==> src/gwei_pkg.sv <==
// constants and carrier types for the pin wake monitor and external line block
// assumes a single 125 MHz system clock; pins are numbered port A 0-7, B 8-15, C 16-23
package gwei_pkg;

    // ----------------------------------------------------------------
    // sizes and fixed pins
    // ----------------------------------------------------------------
    localparam int NUM_PINS   = 24;
    localparam int NUM_LINES  = 4;
    localparam int LINE_A_PIN = 8;
    localparam int LINE_B_PIN = 14;
    localparam int SEL_W      = 5;

    // ----------------------------------------------------------------
    // timing
    // ----------------------------------------------------------------
    localparam int CLK_HZ        = 125_000_000;
    localparam int WAKE_FILT_HZ  = 10_000;
    localparam int WAKE_TICK_CYC = CLK_HZ / WAKE_FILT_HZ;
    localparam int WAKE_SAMPLES  = 3;
    localparam int LINE_FILT_NS  = 450;
    // longest stable time that still lets a 450 ns pulse through: round down
    localparam int LINE_FILT_CYC = (LINE_FILT_NS * (CLK_HZ / 1_000_000)) / 1000;

    // ----------------------------------------------------------------
    // trigger mode codes
    // ----------------------------------------------------------------
    localparam logic [2:0] TRIG_OFF  = 3'h0;
    localparam logic [2:0] TRIG_RISE = 3'h1;
    localparam logic [2:0] TRIG_FALL = 3'h2;
    localparam logic [2:0] TRIG_BOTH = 3'h3;
    localparam logic [2:0] TRIG_HIGH = 3'h4;
    localparam logic [2:0] TRIG_LOW  = 3'h5;

    // ----------------------------------------------------------------
    // reset values
    // ----------------------------------------------------------------
    localparam logic RST_DEBUG_DISABLE = 1'h0;
    localparam logic RST_BOOT_CAPTURED = 1'h1;

    // ----------------------------------------------------------------
    // carriers
    // ----------------------------------------------------------------
    typedef struct packed {
        logic line_d;
        logic sc2;
        logic sc1;
        logic pins;
    } gwei_wake_src_t;

    typedef struct packed {
        logic       line_filter_enable;
        logic [2:0] trigger_mode_field;
    } gwei_line_cfg_t;

    typedef struct packed {
        logic debugger_forced_flag;
        logic serial_wire_enabled_flag;
        logic boot_pin_captured;
    } gwei_dbg_stat_t;

endpackage

==> src/gwei_top.sv <==
// pin change wake monitor, four external interrupt lines and debug config/status bits
// assumes all inputs are synchronous to clk_sys except pin_in, which is synchronised here;
// software side bits arrive as plain ports, write strobes are one-cycle pulses
//
// Operation
// - per-pin wake mask; only masked-in pins are wake sources
// - pin levels are latched as reference on entry to sleep
// - while asleep any masked pin differing from reference wakes; no edge choice
// - record that pins caused the wake, not which pin
// - separate filter enables for pins, serial one, serial two, line d
// - filter samples at 10 kHz; three equal samples differing from reference wake
// - pin wake works only with the pin wake source select bit set
// - analog pins read as constant 1, so only the switch to analog or a high-level trigger can wake or interrupt
// - four external lines a to d, each with its own request output
// - line detection taps the ordinary input path in all non-analog modes
// - trigger modes: off, rise, fall, both, high level, low level
// - per-line filter; unfiltered catches short pulses, filtered needs 450 ns
// - pending flag per line; writing one clears, zero leaves alone
// - level line sets its flag again the cycle after a clear if still active
// - lines a and b on fixed pins; c and d from own pin select
// - select 0-7 port A, 8-15 port B, 16-23 port C
// - debug status reports forced flag, serial wire flag, captured boot pin
// - debug config holds a bit that disables the debugger
`timescale 1ns/1ps
module gwei_top
    import gwei_pkg::*;
#(
    parameter int WAKE_TICK = WAKE_TICK_CYC,
    parameter int LINE_FILT = LINE_FILT_CYC
) (
    input  wire logic                     clk_sys,
    input  wire logic                     arst_n,
    input  wire logic [NUM_PINS-1:0]      pin_in,
    input  wire logic [NUM_PINS-1:0]      pin_analog,
    input  wire logic [NUM_PINS-1:0]      pin_wake_mask,
    input  wire gwei_wake_src_t           wake_src_select,
    input  wire gwei_wake_src_t           wake_filter_enables,
    input  wire logic                     serial_ctrl_one,
    input  wire logic                     serial_ctrl_two,
    input  wire logic                     sleep_active,
    input  wire gwei_line_cfg_t [3:0]     ext_line_config,
    input  wire logic [SEL_W-1:0]         line_c_pin_select,
    input  wire logic [SEL_W-1:0]         line_d_pin_select,
    input  wire logic [NUM_LINES-1:0]     flag_clear_wr,
    input  wire logic                     debug_config_wr,
    input  wire logic                     debug_disable_wdata,
    input  wire logic                     debugger_active,
    input  wire logic                     debugger_forced_in,
    input  wire logic                     serial_wire_in,
    input  wire logic                     boot_select_pin_n,
    input  wire logic                     boot_sample,
    output logic                          wake_event,
    output gwei_wake_src_t                wake_cause,
    output logic [NUM_LINES-1:0]          ext_line_pending_flags,
    output logic [NUM_LINES-1:0]          ext_irq_req,
    output logic                          debug_disable,
    output gwei_dbg_stat_t                debug_status
);

    // ----------------------------------------------------------------
    // elaboration checks
    // ----------------------------------------------------------------
    if (WAKE_TICK < 2) begin : g_chk_tick
        $error("WAKE_TICK must be at least 2");
    end
    if (LINE_FILT < 2) begin : g_chk_filt
        $error("LINE_FILT must be at least 2");
    end

    localparam int NSRC = NUM_PINS + 3;
    localparam int TW   = $clog2(WAKE_TICK);
    localparam int FW   = $clog2(LINE_FILT);

    // ----------------------------------------------------------------
    // pin input path
    // ----------------------------------------------------------------
    logic [NUM_PINS-1:0] pin_meta;
    logic [NUM_PINS-1:0] pin_lvl;

    wire [NUM_PINS-1:0] pin_digital = pin_in | pin_analog;

    always_ff @(posedge clk_sys or negedge arst_n) begin
        if (!arst_n) begin
            pin_meta <= '0;
            pin_lvl  <= '0;
        end else begin
            pin_meta <= pin_digital;
            pin_lvl  <= pin_meta;
        end
    end

    // ----------------------------------------------------------------
    // line source selection
    // ----------------------------------------------------------------
    // out-of-range select values read as a steady low, so only low-level mode fires on them
    wire sel_c_ok = line_c_pin_select < SEL_W'(NUM_PINS);
    wire sel_d_ok = line_d_pin_select < SEL_W'(NUM_PINS);
    wire lvl_c = sel_c_ok & pin_lvl[line_c_pin_select];
    wire lvl_d = sel_d_ok & pin_lvl[line_d_pin_select];
    wire [NUM_LINES-1:0] line_raw = {lvl_d, lvl_c, pin_lvl[LINE_B_PIN], pin_lvl[LINE_A_PIN]};

    // ----------------------------------------------------------------
    // wake monitor
    // ----------------------------------------------------------------
    logic [NSRC-1:0] wake_ref;
    logic [NSRC-1:0] hist0;
    logic [NSRC-1:0] hist1;
    logic [NSRC-1:0] hist2;
    logic [TW-1:0]   tick_cnt;
    logic            sleep_q;

    wire [NSRC-1:0] wake_src = {lvl_d, serial_ctrl_two, serial_ctrl_one, pin_lvl};
    wire            entry    = sleep_active & ~sleep_q;
    wire            asleep   = sleep_active & sleep_q;
    wire            tick     = tick_cnt == TW'(WAKE_TICK - 1);

    // three equal samples that differ from the reference
    wire [NSRC-1:0] samp_eq   = ~(hist0 ^ hist1) & ~(hist1 ^ hist2);
    wire [NSRC-1:0] filt_hit  = samp_eq & (hist0 ^ wake_ref);
    wire [NSRC-1:0] raw_hit   = wake_src ^ wake_ref;
    // one filter enable per source group
    wire [NSRC-1:0] filt_sel  = {wake_filter_enables.line_d, wake_filter_enables.sc2,
                                 wake_filter_enables.sc1, {NUM_PINS{wake_filter_enables.pins}}};
    wire [NSRC-1:0] src_hit   = (filt_sel & filt_hit) | (~filt_sel & raw_hit);
    wire hit_pins   = wake_src_select.pins & |(src_hit[NUM_PINS-1:0] & pin_wake_mask);
    wire hit_sc1    = wake_src_select.sc1 & src_hit[NUM_PINS];
    wire hit_sc2    = wake_src_select.sc2 & src_hit[NUM_PINS+1];
    wire hit_line_d = wake_src_select.line_d & src_hit[NUM_PINS+2];
    wire gwei_wake_src_t hits = '{line_d: hit_line_d, sc2: hit_sc2, sc1: hit_sc1, pins: hit_pins};

    // free-running divider; up to 100 us of jitter on the first
    // sample is harmless against a 300 us filter
    always_ff @(posedge clk_sys or negedge arst_n) begin
        if (!arst_n) begin
            tick_cnt <= '0;
        end else begin
            tick_cnt <= tick ? '0 : tick_cnt + TW'(1);
        end
    end

    always_ff @(posedge clk_sys or negedge arst_n) begin
        if (!arst_n) begin
            sleep_q  <= 1'b0;
            wake_ref <= '0;
            hist0    <= '0;
            hist1    <= '0;
            hist2    <= '0;
        end else begin
            sleep_q <= sleep_active;
            if (entry) begin
                wake_ref <= wake_src;
                hist0    <= wake_src;
                hist1    <= wake_src;
                hist2    <= wake_src;
            end else if (tick) begin
                hist0 <= wake_src;
                hist1 <= hist0;
                hist2 <= hist1;
            end
        end
    end

    // sticky cause per group, not per pin
    always_ff @(posedge clk_sys or negedge arst_n) begin
        if (!arst_n) begin
            wake_event <= 1'b0;
            wake_cause <= '0;
        end else if (entry) begin
            wake_event <= 1'b0;
            wake_cause <= '0;
        end else begin
            wake_event <= sleep_active & (wake_event | (asleep & |hits));
            if (asleep) begin
                wake_cause <= wake_cause | hits;
            end
        end
    end

    // ----------------------------------------------------------------
    // external interrupt lines
    // ----------------------------------------------------------------
    logic [NUM_LINES-1:0] line_lvl;
    logic [NUM_LINES-1:0] line_prev;
    logic [NUM_LINES-1:0] pend;
    logic [NUM_LINES-1:0] edge_fire;
    logic [NUM_LINES-1:0] lvl_mode;
    logic [NUM_LINES-1:0] lvl_act;

    for (genvar i = 0; i < NUM_LINES; i++) begin : g_line
        logic          filt_q;
        logic [FW-1:0] filt_cnt;
        logic          prev_q;
        logic          pend_q;

        wire [2:0] mode = ext_line_config[i].trigger_mode_field;
        // filtered level needs LINE_FILT steady cycles
        wire use_lvl = ext_line_config[i].line_filter_enable ? filt_q : line_raw[i];
        wire rise    = use_lvl & ~prev_q;
        wire fall    = ~use_lvl & prev_q;
        wire e_fire  = ((mode == TRIG_RISE) & rise) | ((mode == TRIG_FALL) & fall)
                     | ((mode == TRIG_BOTH) & (rise | fall));
        wire is_lvl  = (mode == TRIG_HIGH) | (mode == TRIG_LOW);
        wire act     = ((mode == TRIG_HIGH) & use_lvl) | ((mode == TRIG_LOW) & ~use_lvl);
        // write one clears, set wins on edges
        // level clear wins, re-sets next cycle
        wire next_pend = is_lvl ? (~flag_clear_wr[i] & (pend_q | act))
                                : ((pend_q & ~flag_clear_wr[i]) | e_fire);

        always_ff @(posedge clk_sys or negedge arst_n) begin
            if (!arst_n) begin
                filt_q   <= 1'b0;
                filt_cnt <= '0;
            end else if (line_raw[i] == filt_q) begin
                filt_cnt <= '0;
            end else if (filt_cnt == FW'(LINE_FILT - 1)) begin
                filt_q   <= line_raw[i];
                filt_cnt <= '0;
            end else begin
                filt_cnt <= filt_cnt + FW'(1);
            end
        end

        always_ff @(posedge clk_sys or negedge arst_n) begin
            if (!arst_n) begin
                prev_q <= 1'b0;
                pend_q <= 1'b0;
            end else begin
                prev_q <= use_lvl;
                pend_q <= next_pend;
            end
        end

        assign line_lvl[i]  = use_lvl;
        assign line_prev[i] = prev_q;
        assign pend[i]      = pend_q;
        assign edge_fire[i] = e_fire;
        assign lvl_mode[i]  = is_lvl;
        assign lvl_act[i]   = act;

    end

    assign ext_line_pending_flags = pend;
    assign ext_irq_req            = pend;

    // ----------------------------------------------------------------
    // debug config and status
    // ----------------------------------------------------------------
    always_ff @(posedge clk_sys or negedge arst_n) begin
        if (!arst_n) begin
            debug_disable <= RST_DEBUG_DISABLE;
            debug_status  <= '{debugger_forced_flag: 1'b0, serial_wire_enabled_flag: 1'b0,
                               boot_pin_captured: RST_BOOT_CAPTURED};
        end else begin
            // cannot set while the debugger is active
            if (debug_config_wr && (!debug_disable_wdata || !debugger_active)) begin
                debug_disable <= debug_disable_wdata;
            end
            // status flags and boot pin capture
            debug_status.debugger_forced_flag     <= debugger_forced_in;
            debug_status.serial_wire_enabled_flag <= serial_wire_in;
            if (boot_sample) begin
                debug_status.boot_pin_captured <= boot_select_pin_n;
            end
        end
    end
endmodule

==> config.mk <==
export PLATFORM = sky130hd
export DESIGN_NAME = gwei_top
export DESIGN_NICKNAME = d
export VERILOG_FILES = /design/src/gwei_pkg.sv /design/src/gwei_top.sv
export SDC_FILE = /design/constraint.sdc
export NUM_CORES = 1
export LEC_CHECK = 0
export BUFFER_PORTS_ARGS = -buffer_cell sky130_fd_sc_hd__clkbuf_2
export CAP_MARGIN = 20
export CORE_ASPECT_RATIO = 1.4
export CORE_MARGIN = 4
export CORE_UTILIZATION = 44
export CTS_CLUSTER_DIAMETER = 80
export DETAILED_ROUTE_END_ITERATION = 8
export SYNTH_ARGS = -nofsm -noshare
export SYNTH_HDL_FRONTEND = slang
export SYNTH_SLANG_ARGS = --single-unit
==> constraint.sdc <==
create_clock -name clk_sys -period 8.2 [get_ports clk_sys]
set_clock_uncertainty 0.15 [all_clocks]
set_input_delay 1.64 -clock clk_sys [delete_from_list [all_inputs] [get_ports clk_sys]]
set_output_delay 1.64 -clock clk_sys [all_outputs]
set_load 0.005 [all_outputs]
==> summary.txt <==
Die
  • Initial Util: ~45%
  • # IOs: around 140
  • Core ar.: ~23000 sq um
  • Die width: approximately 140 um
  • # rows: 65
  • DIE AREA: 25800 sq um
  • Die Y: about 190 um

STA
  • Slew Limit Fails: 0
  • RSZ-0062 raised after global routing: false
  • Crit path time final: just under 4000 ps
  • Final period util: between 40% and 50%
  • Final hold vios: 0
  • Setup-failing EPs final: 0
  • Worst-Margin Slew: approximately 930 ps
  • FMAX: 0.258 GHz
  • Setup tns final: 0 ps
  • Slew headroom: about two fifths

Global routing
  • Total global-route track usage: 19.0%
  • Vias in the first global route: between 7000 and 8000
  • Largest net degree at the start of global routing: 110
  • Initial antenna violation count: 0
  • GRT overflow: 0
  • Global-route wire length before repair: 39.7 mm

Power and ir drop
  • Leak pwr: around 5.4 nW
  • Seq pwr share: between 40% and 50%
  • Power share of the clock group: ~40%
  • Power Density: 224 nW/um^2
  • Comb power frac: a little under an eighth
  • Fraction of power spent switching nets: 25.8%
  • Cell Int Power: 1.98 mW
  • Peak VDD IR: 0.000148 V
  • Sw power: slightly below 700 uW

Synthesis
  • Cells after Synth: roughly 1000
  • Asr flop ratio synth: 100%
  • Seq/Total Area, Yosys: 52.9%
  • #FFs+latches synth: 216
  • Mapped Area: approximately 10000 sq um
  • Area share of the largest cell type after synthesis: 52.7%
  • Synth cell types: 63
  • Ys flop type: dfrtp_1
  • Synth area leaders: dfrtp_1 (53%), nand2_1 (7.6%), a31oi_1 (3.6%)
  • Syn nets: roughly 1100
  • Area leader, netlist: dfrtp_1
  • Syn_area_per_cell: 10.2 sq um
  • Synth warn: 0
  • EDFF count, synth: 0

Routing
  • Average via count per standard cell: 5.39
  • Via count: a little under 8000
  • DR WL/cell: 16.9 um
  • Initial DRC Count: around 420
  • Overall routed net length: 24.3 mm
  • Post-DRT Antenna Nets: 0
  • DRT Pass-1 Iters: 5
  • # DRC: 0

Place
  • IO buf count: around 140
  • Global placement routability congestion: slightly above 0.8
  • Post-DP HPWL: approximately 16 mm

Min path
  • Hold Path Class: reg -> reg

Finish
  • Area Growth Syn to Fin: 16.7%
  • Most common cell after layout, fill and taps aside: dfrtp_1
  • Final core utilization: 52.5%
  • Share of layout cells above drive strength 1: 19.9%
  • Most frequent cells in the layout: dfrtp_1 (215), nand2_1 (207), clkbuf_2 (137), nor2_1 (70), a31oi_1 (59)
  • Diode count: 0
  • Net count, final: 1258

Clock network
  • Number of buffers created by CTS: 23
  • Root buf cell: clkbuf_16
  • CTS tree: yes
  • CTS Buffer Depth: 3
  • Post-CTS Hold Buffers: 0
  • Worst skew pair latency: 510 ps
  • H-tree Lvls: 1
  • CTS sink cnt: 216
  • CTS resizes: 0
  • Post-CTS Setup Bufs: 0
  • CTS clk-pin slew, worst paths: roughly 60 ps

Setup path
  • CP endpoint kind: flop
  • Crit path max fanout: 6
  • Crit path DAT: ~4200 ps
  • CP Class: in -> reg
  • Startpoint types: input pin
  • CP required: between 8000 and 9000 ps

Run status
  • Outcome: finished clean

Flow run
  • Max_cap viols: 0
==> per-stage QoR <==
step	total power, mW	hold slack, ps	cell area [sq um]	setup slack (ps)	std cells
detailed placement	1.63	185	11100	3830	1398
global route	2.81	204	11900	4210	1439
CTS	2.70	198	11900	4350	1438
finish	2.67	196	11900	4320	1439
floorplan	1.49	181	10200	4140	1001
global placement	1.61	182	11100	3900	1398
==> synthesized netlist by cell type, types with 25 or more instances <==
cell type and number:
xor2_1 42, nand2_1 207, and3_1 27, or2_2 26
dfrtp_1 215, o21ai_0 25, nor2_1 71, a31oi_1 59
inv_1 25, clkbuf_1 35, mux2_1 25
==> per-layer routing <==
metal | vias up | share of wire (%) | GRT usage (%) | routed length (um)
met5 | - | 0 | 0 | 0
met3 | 33 | 5.6 | 3.13 | 1360
met1 | 3812 | 42 | 24.9 | 10300
met4 | 0 | 2.5 | 5.61 | 601
li1 | 3735 | - | - | -
met2 | 175 | 50 | 32.2 | 12000
==> power groups by stage <==
stage               clock (mW)  combinational, mW  sequential, mW
floorplan                    0              0.224            1.27
finish                    1.07              0.320            1.28
global placement             0              0.316            1.30
detailed placement           0              0.325            1.30
global route              1.14              0.368            1.30
CTS                       1.09              0.326            1.28
==> cell families (layout without fill, tap and decap cells) <==
| logic type | Yosys count | in the layout | share of synthesized area (%) |
|---|---|---|---|
| AOI/OAI and AO/OA | 141 | 141 | 8.67 |
| adders and majority gates | 13 | 13 | 1.59 |
| DFF | 216 | 216 | 52.9 |
| and+or+nand+nor | 450 | 450 | 22.3 |
| xor gates and xnor gates | 57 | 57 | 5.14 |
| buffers and inverters | 75 | 212 | 3.14 |
| muxes | 49 | 49 | 6.21 |
==> registers in the layout, indices dropped and copies added (netlist names), 3 cells and up <==
name,cells
wake_ref,27
pin_meta,24
g_line.filt_q,4
hist1,27
g_line.prev_q,4
debug_status,3
hist2,27
tick_cnt,14
wake_cause,4
g_line.pend_q,4
pin_lvl,24
hist0,27
g_line.filt_cnt,24
==> final timing paths <==
path | from | endpoint | slack [ps] | cells after the start
setup / recovery | line_c_pin_select[0] | g_line[2].pend_q | 4320 | 11
hold / removal | pin_meta[15] | pin_lvl[15] | 200 | 0
min in group asynchronous | arst_n | pin_meta[9] | 910 | 1
setup reg to reg | pin_lvl[21] | g_line[2].pend_q | 5180 | 10
hold reg to reg | pin_meta[15] | pin_lvl[15] | 200 | 0
max in group asynchronous | arst_n | tick_cnt[2] | 5630 | 2
==> final cells by class <==
| cell class | instances | area (sq um) |
|---|---|---|
| clock buffer | 35 | 661 |
| tap | 301 | 377 |
| timing repair buffer | 145 | 773 |
| clock inverter | 5 | 100 |
| sequential | 216 | 5410 |
| inverter | 27 | 101 |
| fill | 2022 | 10800 |
| multi-input combinational | 710 | 4500 |
==> worst max-delay path: stages <==
cell      delay, ps
clkbuf_2        170
mux4_1          570
mux2_2          290
and3b_1         170
or3_4           440
o21ai_2         170
ha_1            250
mux2i_1         130
a21oi_1          80
o22a_1          180
o21ai_1          60
No activity file was read; power rests on OpenSTA's default activity.
